[src/rtl/rtcsf_pkg.sv]
// Shared constants and types of the RTC status-flag and trim block
package rtcsf_pkg;

  ////////////////////////////////////////////////////////////////////////
  // Timing
  localparam int unsigned CLK_HZ = 200_000_000;
  localparam int unsigned CLK_PERIOD_NS = 5;
  localparam int unsigned OSC_HZ = 32768;
  // Timebase runs at twice the oscillator so the square wave is 50 %
  localparam int unsigned OSC_X2_HZ = 2 * OSC_HZ;
  localparam int unsigned ACC_W = 29;
  localparam logic [15:0] SEC_LAST = 16'h7FFF;
  // One 3.05 ppm step over a 20 s window of 32768 Hz ticks
  localparam logic [7:0] TRIM_STEP_TICKS = 8'h02;
  localparam logic [5:0] TRIM_SEC_0 = 6'h00;
  localparam logic [5:0] TRIM_SEC_1 = 6'h14;
  localparam logic [5:0] TRIM_SEC_2 = 6'h28;
  localparam logic [5:0] SEC_MAX = 6'h3B;

  ////////////////////////////////////////////////////////////////////////
  // Register map: index as printed, byte address is four times it
  localparam logic [3:0] IDX_TRIM = 4'h7;
  localparam logic [3:0] IDX_CTRL1 = 4'hE;
  localparam logic [3:0] IDX_CTRL2 = 4'hF;
  localparam logic [5:0] ADDR_TRIM = {IDX_TRIM, 2'b00};
  localparam logic [5:0] ADDR_CTRL1 = {IDX_CTRL1, 2'b00};
  localparam logic [5:0] ADDR_CTRL2 = {IDX_CTRL2, 2'b00};

  // Control 2 bit positions
  localparam int unsigned C2_VDSL = 7;
  localparam int unsigned C2_XST = 5;
  localparam int unsigned C2_PON = 4;
  localparam int unsigned C2_CLEN = 3;
  localparam int unsigned C2_PERIODIC_IRQ_FLAG = 2;
  localparam int unsigned C2_WEEKDAY_ALARM_FLAG = 1;
  localparam int unsigned C2_DAILY_ALARM_FLAG = 0;

  // Reset values
  localparam logic [7:0] CTRL1_RST = 8'h00;
  localparam logic [6:0] TRIM_RST = 7'h00;

  ////////////////////////////////////////////////////////////////////////
  // Trim code boundaries
  localparam logic [6:0] TRIM_SLOW_MIN = 7'h02;
  localparam logic [6:0] TRIM_SLOW_MAX = 7'h3F;
  localparam logic [6:0] TRIM_FAST_MIN = 7'h42;

  // Periodic select codes
  localparam logic [2:0] CT_OFF = 3'h0;
  localparam logic [2:0] CT_LOW = 3'h1;
  localparam logic [2:0] CT_2HZ = 3'h2;
  localparam logic [2:0] CT_1HZ = 3'h3;
  localparam logic [2:0] CT_SEC = 3'h4;
  localparam logic [2:0] CT_MIN = 3'h5;
  localparam logic [2:0] CT_HOUR = 3'h6;
  localparam logic [2:0] CT_MONTH = 3'h7;

  typedef struct packed {
    logic weekday_alarm_enable;
    logic daily_alarm_enable;
    logic hour_24;
    logic clkout_disable_b;
    logic test_mode;
    logic [2:0] periodic_select;
  } rtcsf_ctrl1_t;

endpackage : rtcsf_pkg

[src/rtl/rtcsf_top.sv]
// Status flags, periodic interrupt, clock output and trim of the RTC
`timescale 1ns/1ps

////////////////////////////////////////////////////////////////////////
// Operation
// - Power-on event sets flag, held until cleared
// - Writing zero clears power-on flag, re-arms
// - Power-on flag forces trim and controls zero
// - Power-on flag releases both interrupt pins
// - Both disable bits stop clock output
// - Periodic flag reads periodic pin drive state
// - Periodic clear only in level mode
// - Periodic flag sets again next event
// - Weekday flag set on match when enabled
// - Weekday flag clear releases second pin
// - Daily flag set on match when enabled
// - Daily clear releases first pin if periodic off
// - Trim top bit reads zero
// - Trim steps 3.05 ppm up to 189.1
// - Trim code maps to slow or fast steps
// - Trim applied at seconds 00, 20, 40
// - Trim leaves clock output square wave alone
// - Trim changes that periodic cycle length
// - Daily match drives first pin low
// - Weekday match drives second pin low
// - Periodic select chooses first pin behaviour
module rtcsf_top #(
  parameter int unsigned CLK_HZ = rtcsf_pkg::CLK_HZ
) (
  input wire logic core_clk,
  input wire logic resetn,
  input wire logic [5:0] avs_address,
  input wire logic avs_read,
  input wire logic avs_write,
  input wire logic [31:0] avs_writedata,
  input wire logic [3:0] avs_byteenable,
  output logic [31:0] avs_readdata,
  output logic avs_waitrequest,
  input wire logic clkout_enable_pin,
  input wire logic power_drop_reset,
  input wire logic osc_stop_detect,
  input wire logic daily_alarm_match,
  input wire logic weekday_alarm_match,
  input wire logic hour_event,
  input wire logic month_event,
  output logic second_tick,
  output logic clkout_pin,
  output logic irq_a_pin_o,
  output logic irq_a_pin_oe,
  output logic irq_b_pin_o,
  output logic irq_b_pin_oe
);

  ////////////////////////////////////////////////////////////////////////
  // Pin synchronisers: bit 0 enable, bit 1 power drop, bit 2 osc stop
  logic [2:0] pin_meta_q;
  logic [2:0] pin_sync_q;
  logic fen_s;
  logic por_s;
  logic ostop_s;

  always_ff @(posedge core_clk) begin
    pin_meta_q <= {osc_stop_detect, power_drop_reset, clkout_enable_pin};
    pin_sync_q <= pin_meta_q;
  end

  assign fen_s = pin_sync_q[0];
  assign por_s = pin_sync_q[1];
  assign ostop_s = pin_sync_q[2];

  ////////////////////////////////////////////////////////////////////////
  // Oscillator timebase from a phase accumulator
  // Fractional ratio keeps the long-term rate exact at any core clock
  // Core clock must run at least twice the oscillator rate
  logic [rtcsf_pkg::ACC_W-1:0] acc_q;
  logic [rtcsf_pkg::ACC_W-1:0] acc_sum;
  logic [rtcsf_pkg::ACC_W-1:0] acc_d;
  logic x2_tick;
  logic phase_q;
  logic osc_tick;

  assign acc_sum = acc_q
    + rtcsf_pkg::ACC_W'(rtcsf_pkg::OSC_X2_HZ);
  assign x2_tick = acc_sum >= rtcsf_pkg::ACC_W'(CLK_HZ);
  assign acc_d = x2_tick ? acc_sum - rtcsf_pkg::ACC_W'(CLK_HZ)
                         : acc_sum;
  assign osc_tick = x2_tick & phase_q;

  always_ff @(posedge core_clk) begin
    if (!resetn) begin
      acc_q <= '0;
      phase_q <= 1'b0;
    end else begin
      acc_q <= acc_d;
      if (x2_tick) begin
        phase_q <= ~phase_q;
      end
    end
  end

  ////////////////////////////////////////////////////////////////////////
  // Register storage
  logic pon_q;
  logic xst_q;
  logic vdsl_q;
  logic clen_a_q;
  logic weekday_alarm_flag_q;
  logic daily_alarm_flag_q;
  logic lvl_q;
  logic [6:0] trim_q;
  rtcsf_pkg::rtcsf_ctrl1_t c1_q;
  // Second counters, read by the trim decode below
  logic [15:0] presc_q;
  logic [5:0] sec_q;

  ////////////////////////////////////////////////////////////////////////
  // Trim decode
  logic trim_second;
  logic trim_slow;
  logic trim_fast;
  logic [6:0] slow_steps;
  logic [6:0] fast_steps;
  logic [7:0] slow_ext;
  logic [7:0] fast_cut;
  logic [15:0] sec_last;

  assign trim_second = (sec_q == rtcsf_pkg::TRIM_SEC_0)
                     | (sec_q == rtcsf_pkg::TRIM_SEC_1)
                     | (sec_q == rtcsf_pkg::TRIM_SEC_2);
  assign trim_slow = (trim_q >= rtcsf_pkg::TRIM_SLOW_MIN)
                   & (trim_q <= rtcsf_pkg::TRIM_SLOW_MAX);
  assign trim_fast = trim_q >= rtcsf_pkg::TRIM_FAST_MIN;
  assign slow_steps = trim_q - 7'h01;
  assign fast_steps = 7'h00 - trim_q;
  // Each step is two oscillator ticks within the 20 s window
  assign slow_ext = 8'({1'b0, slow_steps} * rtcsf_pkg::TRIM_STEP_TICKS);
  assign fast_cut = 8'({1'b0, fast_steps} * rtcsf_pkg::TRIM_STEP_TICKS);
  // The four no-correction codes leave the second as is
  assign sec_last = !trim_second ? rtcsf_pkg::SEC_LAST
    : trim_slow ? rtcsf_pkg::SEC_LAST + {8'h00, slow_ext}
    : trim_fast ? rtcsf_pkg::SEC_LAST - {8'h00, fast_cut}
    : rtcsf_pkg::SEC_LAST;

  ////////////////////////////////////////////////////////////////////////
  // Second prescaler and seconds position
  // Only this counter is trimmed; the square wave stays untouched
  logic sec_end;
  logic min_end;

  assign sec_end = osc_tick & (presc_q == sec_last);
  assign min_end = sec_end & (sec_q == rtcsf_pkg::SEC_MAX);

  always_ff @(posedge core_clk) begin
    if (!resetn) begin
      presc_q <= '0;
      sec_q <= '0;
    end else if (sec_end) begin
      presc_q <= '0;
      sec_q <= min_end ? 6'h00 : sec_q + 6'h01;
    end else if (osc_tick) begin
      presc_q <= presc_q + 16'h0001;
    end
  end

  ////////////////////////////////////////////////////////////////////////
  // Periodic interrupt source
  logic [2:0] ct;
  logic level_mode;
  logic lvl_evt;
  logic pulse_2hz_low;
  logic pulse_1hz_low;
  logic periodic_on;

  assign ct = c1_q.periodic_select;
  assign level_mode = ct[2];
  // Stretched ticks land in the low half, so the cycle length moves
  assign pulse_2hz_low = ~presc_q[13];
  assign pulse_1hz_low = presc_q[15:14] != 2'b01;
  assign lvl_evt = ((ct == rtcsf_pkg::CT_SEC) & sec_end)
                 | ((ct == rtcsf_pkg::CT_MIN) & min_end)
                 | ((ct == rtcsf_pkg::CT_HOUR) & hour_event)
                 | ((ct == rtcsf_pkg::CT_MONTH) & month_event);
  assign periodic_on = (ct == rtcsf_pkg::CT_LOW)
    | ((ct == rtcsf_pkg::CT_2HZ) & pulse_2hz_low)
    | ((ct == rtcsf_pkg::CT_1HZ) & pulse_1hz_low)
    | (level_mode & lvl_q);

  ////////////////////////////////////////////////////////////////////////
  // Avalon-MM slave: one wait cycle, then the access commits
  logic wait_q;
  logic wait_d;
  logic req;
  logic commit;
  logic lane0;
  logic [7:0] wdat;
  logic wr_go;
  logic hit_trim;
  logic hit_c1;
  logic hit_c2;
  logic wr_trim;
  logic wr_c1;
  logic wr_c2;

  assign req = avs_read | avs_write;
  assign wait_d = ~(req & wait_q);
  assign commit = req & ~wait_q;
  assign lane0 = avs_byteenable[0];
  assign wdat = avs_writedata[7:0];
  assign wr_go = avs_write & commit & lane0;
  assign hit_trim = avs_address == rtcsf_pkg::ADDR_TRIM;
  assign hit_c1 = avs_address == rtcsf_pkg::ADDR_CTRL1;
  assign hit_c2 = avs_address == rtcsf_pkg::ADDR_CTRL2;
  assign wr_trim = wr_go & hit_trim;
  assign wr_c1 = wr_go & hit_c1;
  assign wr_c2 = wr_go & hit_c2;

  ////////////////////////////////////////////////////////////////////////
  // Read view
  logic weekday_alarm_flag_rd;
  logic daily_alarm_flag_rd;
  logic [7:0] c2_rd;
  logic [7:0] rd_byte;
  logic [31:0] rd_word;

  assign weekday_alarm_flag_rd = weekday_alarm_flag_q & c1_q.weekday_alarm_enable;
  assign daily_alarm_flag_rd = daily_alarm_flag_q & c1_q.daily_alarm_enable;
  assign c2_rd = {vdsl_q, 1'b0, xst_q, pon_q, clen_a_q,
                  periodic_on & ~pon_q, weekday_alarm_flag_rd, daily_alarm_flag_rd};
  assign rd_byte = hit_trim ? {1'b0, trim_q}
                 : hit_c1 ? c1_q
                 : hit_c2 ? c2_rd
                 : 8'h00;
  assign rd_word = {24'h000000, rd_byte};

  ////////////////////////////////////////////////////////////////////////
  // Next values of the flags
  logic clr_pon;
  logic clr_periodic_irq_flag;
  logic clr_weekday_alarm_flag;
  logic clr_daily_alarm_flag;
  logic set_weekday_alarm_flag;
  logic set_daily_alarm_flag;
  logic pon_d;
  logic xst_d;
  logic weekday_alarm_flag_d;
  logic daily_alarm_flag_d;
  logic lvl_d;

  assign clr_pon = wr_c2 & ~wdat[rtcsf_pkg::C2_PON];
  assign clr_periodic_irq_flag = wr_c2 & ~wdat[rtcsf_pkg::C2_PERIODIC_IRQ_FLAG];
  assign clr_weekday_alarm_flag = wr_c2 & ~wdat[rtcsf_pkg::C2_WEEKDAY_ALARM_FLAG];
  assign clr_daily_alarm_flag = wr_c2 & ~wdat[rtcsf_pkg::C2_DAILY_ALARM_FLAG];
  assign set_weekday_alarm_flag = weekday_alarm_match
                  & c1_q.weekday_alarm_enable;
  assign set_daily_alarm_flag = daily_alarm_match
                  & c1_q.daily_alarm_enable;
  // Writes of one to event flags simply fall through unused
  assign pon_d = por_s | (pon_q & ~clr_pon);
  // An oscillator stop beats a host write so none is missed
  assign xst_d = ostop_s ? 1'b0
               : (wr_c2 & wdat[rtcsf_pkg::C2_XST]) | xst_q;
  assign weekday_alarm_flag_d = pon_q ? 1'b0
                : set_weekday_alarm_flag | (weekday_alarm_flag_q & ~clr_weekday_alarm_flag);
  assign daily_alarm_flag_d = pon_q ? 1'b0
                : set_daily_alarm_flag | (daily_alarm_flag_q & ~clr_daily_alarm_flag);
  assign lvl_d = (pon_q | ~level_mode) ? 1'b0
               : lvl_evt | (lvl_q & ~clr_periodic_irq_flag);

  ////////////////////////////////////////////////////////////////////////
  // Next values of the stored controls
  logic vdsl_d;
  logic clen_a_d;
  logic [6:0] trim_d;
  rtcsf_pkg::rtcsf_ctrl1_t c1_d;

  assign vdsl_d = pon_q ? 1'b0
                : wr_c2 ? wdat[rtcsf_pkg::C2_VDSL] : vdsl_q;
  assign clen_a_d = pon_q ? 1'b0
                  : wr_c2 ? wdat[rtcsf_pkg::C2_CLEN] : clen_a_q;
  assign trim_d = pon_q ? rtcsf_pkg::TRIM_RST
                : wr_trim ? wdat[6:0] : trim_q;
  assign c1_d = pon_q ? rtcsf_pkg::CTRL1_RST
              : wr_c1 ? wdat : c1_q;

  ////////////////////////////////////////////////////////////////////////
  // Flag and control registers
  // A synchronous reset counts as a power-on event
  always_ff @(posedge core_clk) begin
    if (!resetn) begin
      pon_q <= 1'b1;
      xst_q <= 1'b0;
      weekday_alarm_flag_q <= 1'b0;
      daily_alarm_flag_q <= 1'b0;
      lvl_q <= 1'b0;
    end else begin
      pon_q <= pon_d;
      xst_q <= xst_d;
      weekday_alarm_flag_q <= weekday_alarm_flag_d;
      daily_alarm_flag_q <= daily_alarm_flag_d;
      lvl_q <= lvl_d;
    end
  end

  always_ff @(posedge core_clk) begin
    if (!resetn) begin
      vdsl_q <= 1'b0;
      clen_a_q <= 1'b0;
      trim_q <= rtcsf_pkg::TRIM_RST;
      c1_q <= rtcsf_pkg::CTRL1_RST;
    end else begin
      vdsl_q <= vdsl_d;
      clen_a_q <= clen_a_d;
      trim_q <= trim_d;
      c1_q <= c1_d;
    end
  end

  ////////////////////////////////////////////////////////////////////////
  // Pin drive
  logic irq_a_d;
  logic irq_b_d;
  logic clkout_d;
  logic clk_stop;

  // Pins follow the flags one cycle late
  assign irq_a_d = ~pon_q
                 & (periodic_on | daily_alarm_flag_rd);
  assign irq_b_d = ~pon_q & weekday_alarm_flag_rd;
  // With the enable pin low the disable bits are plain storage
  assign clk_stop = c1_q.clkout_disable_b & clen_a_q;
  assign clkout_d = fen_s & ~clk_stop & phase_q;

  always_ff @(posedge core_clk) begin
    if (!resetn) begin
      irq_a_pin_oe <= 1'b0;
      irq_b_pin_oe <= 1'b0;
      clkout_pin <= 1'b0;
      second_tick <= 1'b0;
    end else begin
      irq_a_pin_oe <= irq_a_d;
      irq_b_pin_oe <= irq_b_d;
      clkout_pin <= clkout_d;
      second_tick <= sec_end;
    end
  end

  // Open-drain pins only ever pull low
  always_ff @(posedge core_clk) begin
    irq_a_pin_o <= 1'b0;
    irq_b_pin_o <= 1'b0;
  end

  ////////////////////////////////////////////////////////////////////////
  // Bus answer registers
  always_ff @(posedge core_clk) begin
    if (!resetn) begin
      avs_waitrequest <= 1'b1;
      avs_readdata <= '0;
    end else begin
      avs_waitrequest <= wait_d;
      if (req & wait_q) begin
        avs_readdata <= rd_word;
      end
    end
  end

  assign wait_q = avs_waitrequest;

endmodule : rtcsf_top

[config.mk]
export PLATFORM = sky130hd
export DESIGN_NAME = rtcsf_top
export DESIGN_NICKNAME = d
export VERILOG_FILES = /design/src/rtl/rtcsf_pkg.sv /design/src/rtl/rtcsf_top.sv
export SDC_FILE = /design/constraint.sdc
export NUM_CORES = 1
export LEC_CHECK = 0
export ABC_CLOCK_PERIOD_IN_PS = 6700
export BUFFER_PORTS_ARGS = -buffer_cell sky130_fd_sc_hd__buf_2
export CAP_MARGIN = 20
export CORE_ASPECT_RATIO = 2
export CORE_MARGIN = 2
export CORE_UTILIZATION = 63
export CTS_BUF_LIST = sky130_fd_sc_hd__clkbuf_8
export DETAILED_ROUTE_END_ITERATION = 8
export MAX_ROUTING_LAYER = met4
export PLACE_DENSITY = 0.89
export SYNTH_ARGS = -nofsm -noshare
export SYNTH_HDL_FRONTEND = slang
export SYNTH_SLANG_ARGS = --single-unit
[constraint.sdc]
create_clock -name core_clk -period 6.7 [get_ports core_clk]
set_input_delay 1.34 -clock core_clk [delete_from_list [all_inputs] [get_ports core_clk]]
set_output_delay 1.34 -clock core_clk [all_outputs]
set_load 0.05 [all_outputs]
==> flow_summary.toml <==
[run_status]
status = "completed"

[grt]
antenna_found_initial = 0
grt_overflow = 0
grt_pass1_wl_mm = 20.10
grt_pass1_vias = 4558
track_usage_pct = 29.15
grt_max_degree = 35

[clock_network]
cts_root_buf = "clkbuf_8"
cts-resized-gates = 0
cts_tree = "yes"
post_cts_buffers = 0
cts_sinks = 84
clockBufferDepth = 2
h-tree-depth = 3
cts_hold_buf = 0
clk_latency_ps = 370
clk_pin_slew_ps = 90
cts_inserted_buffers = 9

[floorplan]
core_area_um2 = 7943
num_io_pins = 92
die_w_um = 67.88
num_rows = 46
dieArea_um2 = 8943
fp.dieH_um = 131.8
start_util_pct = 64.73

[sta]
fin_worst_skew_ps = 14.74
tightest_slew_ps = 1015
setup_tns_ps = 0
hold-worst-slack_ps = 333.2
slew_violations = 0
final.period_utilization_pct = 63.85
relSlewSlack_pct = 31.90
fmax_ghz = 0.2338
setup_violations = 0
finalHoldViolCount = 0
rsz0062_at_grt = "no"
period_needed_ps = 4278

[synth]
synth-edff-count = 0
ys.warnings.count = 0
yosysSeqAreaShare_pct = 32.71
avgSynthCellArea_um2 = 8.200
ys_types = 76
syn_inst = 627
async_reset_ff_share_pct = 0
ys.flop_type = "dfxtp_1"
ys_ff_latch = 84
netlist_area_um2 = 5141

[placement]
numPortBuffers = 38
gp_congestion = 0.9449
dpl.hpwl_mm = 8.778
dpl_cell_area_um2 = 5204

[layout]
drive_gt1_share_pct = 11.75
fin_nets = 713
insertedDiodeCount = 0
syn_to_final_growth_pct = 5.232
stdcell_area_um2 = 5410

[power_and_ir_drop]
swShare_pct = 25.34
seqPwrFrac_pct = 52.5
p_comb_share_pct = 7.0
p_int_uw = 720.3
p_leak_uw = 0.002004
switchingPower_uw = 244.4
power_density_nw_per_um2 = 178.3
clkPwrFrac_pct = 40.5
vdd_ir_drop_max_uv = 126.4

[critical_path]
critPathMaxFanout = 17
critPathRequiredTime_ps = 6960
worstSetupStartpointType = "flop"
cp_cell_sequence = "inv_1, ha_1, xnor2_1, nand2_1, nor4_1, ha_1, nand2_1, o22ai_1, nand2_1, and4b_1, nand4b_1, or4_4, or4_1, a21oi_1"
crit_arrival_ps = 4540
endpoint_kind = "flop"
critPathSlowestCell = "dfxtp_1"
cpPeakStageDelay_ps = 710
crit_type = "reg -> reg"
cp_common_cell = "nand2_1"

[drt]
wl_mm = 11.98
ant_nets = 0
vias_per_cell = 6.063
wire_per_inst_um = 16.12
vias = 4505
drt-initial-drc-count = 465
dr.pass1.iters = 6
drc = 0

[job]
cap_violations = 0

[min_path]
hold_path_class = "reg -> reg"
cell type report:
cell class,count,area [um^2]
inverter,19,71.32
multi-input combinational,490,3133
clock inverter,6,82.58
clock buffer,9,123.9
fill,653,2532
sequential,84,1682
tap,96,120.1
timing repair buffer,39,197.7
registers in the layout, indices dropped and copies added, names as in the netlist, 3 cells and up:
register,count
c1_q,5
sec_q,6
trim_q,7
pin_meta_q,3
presc_q,16
pin_sync_q,3
avs_readdata,8
acc_q,20
ct,3
power by group through the flow:
stage	combinational, uW	clock [uW]	sequential [uW]
6_report	67.2	391	507
2_1_floorplan	63.3	0	518
3_5_place_dp	66.2	0	518
3_3_place_gp	65.1	0	518
4_1_cts	66.6	394	507
5_1_grt	71.3	412	508
synth_stat cells, types with 21 or more instances:
library cell	number	area (um^2)
nand3_1	27	135.1
clkbuf_1	22	82.58
buf_4	26	195.2
dfxtp_1	84	1682
xnor2_1	27	236.5
o21ai_0	21	105.1
a21oi_1	28	140.1
mux2i_1	21	210.2
xor2_1	22	192.7
nand2_1	50	187.7
nor2_1	80	300.3
cell usage in the layout (no fill, tap or decap), types with 9 or more instances in the layout:
cell type | netlist | final
a21oi_1 | 28 | 28
a22oi_1 | 10 | 10
and3_1 | 12 | 12
buf_2 | 6 | 38
clkbuf_8 | 0 | 9
conb_1 | 1 | 26
dfxtp_1 | 84 | 84
ha_1 | 17 | 17
inv_1 | 17 | 19
mux2i_1 | 21 | 21
nand2_1 | 50 | 50
nand3_1 | 27 | 27
nand4_1 | 13 | 13
nor2_1 | 80 | 80
nor2b_1 | 9 | 9
nor3_1 | 15 | 15
o21ai_0 | 21 | 21
xnor2_1 | 27 | 27
xor2_1 | 22 | 22
kinds of logic after synthesis:
group                      Yosys count  share of synthesized area (%)
AOI/OAI and AO/OA                  108                          14.65
xor gates and xnor gates            49                          8.347
adders and majority gates           17                          4.137
buffers and inverters               78                          8.177
DFF                                 84                          32.71
muxes                               25                          4.965
other                                1                        0.07294
and+or+nand+nor                    265                          26.94
critical path, delay by kind of cell (launching register included):
family	cells	cell delay [ps]
buffers and inverters	1	300
AOI/OAI and AO/OA	2	220
DFF	1	710
xor gates and xnor gates	1	280
and+or+nand+nor	8	2060
adders and majority gates	2	600
stage by stage:
step	total power, uW	setup WS [ps]	cells	utilization [%]
3_5_place_dp	584.5	2527	728	65.52
6_report	964.7	2422	743	68.12
5_1_grt	990.6	2217	743	68.12
4_1_cts	966.9	2495	743	68.12
2_1_floorplan	581.8	3214	652	-
3_3_place_gp	583.1	2596	728	65.52
worst paths after layout:
| kind | startpoint | end | slack [ps] | cells after the start |
|---|---|---|---|---|
| worst max-delay path | trim_q[0]$_SDFFE_PP0P_ | sec_q[5]$_SDFFE_PN0P_ | 2420 | 14 |
| worst min-delay path | pin_meta_q[0]$_DFF_P_ | pin_sync_q[0]$_DFF_P_ | 330 | 0 |
| worst max register to register | trim_q[0]$_SDFFE_PP0P_ | sec_q[5]$_SDFFE_PN0P_ | 2420 | 14 |
| worst min register to register | pin_meta_q[0]$_DFF_P_ | pin_sync_q[0]$_DFF_P_ | 330 | 0 |
routing by layer:
layer,part of all wire [%],up-vias,GRT usage [%]
met2,54,158,49.67
met3,4.6,39,5.892
met1,38,2124,29.91
li1,-,2184,-
met4,3.7,0,16.00
met5,0,-,-
(Power assumes the default switching activity.)
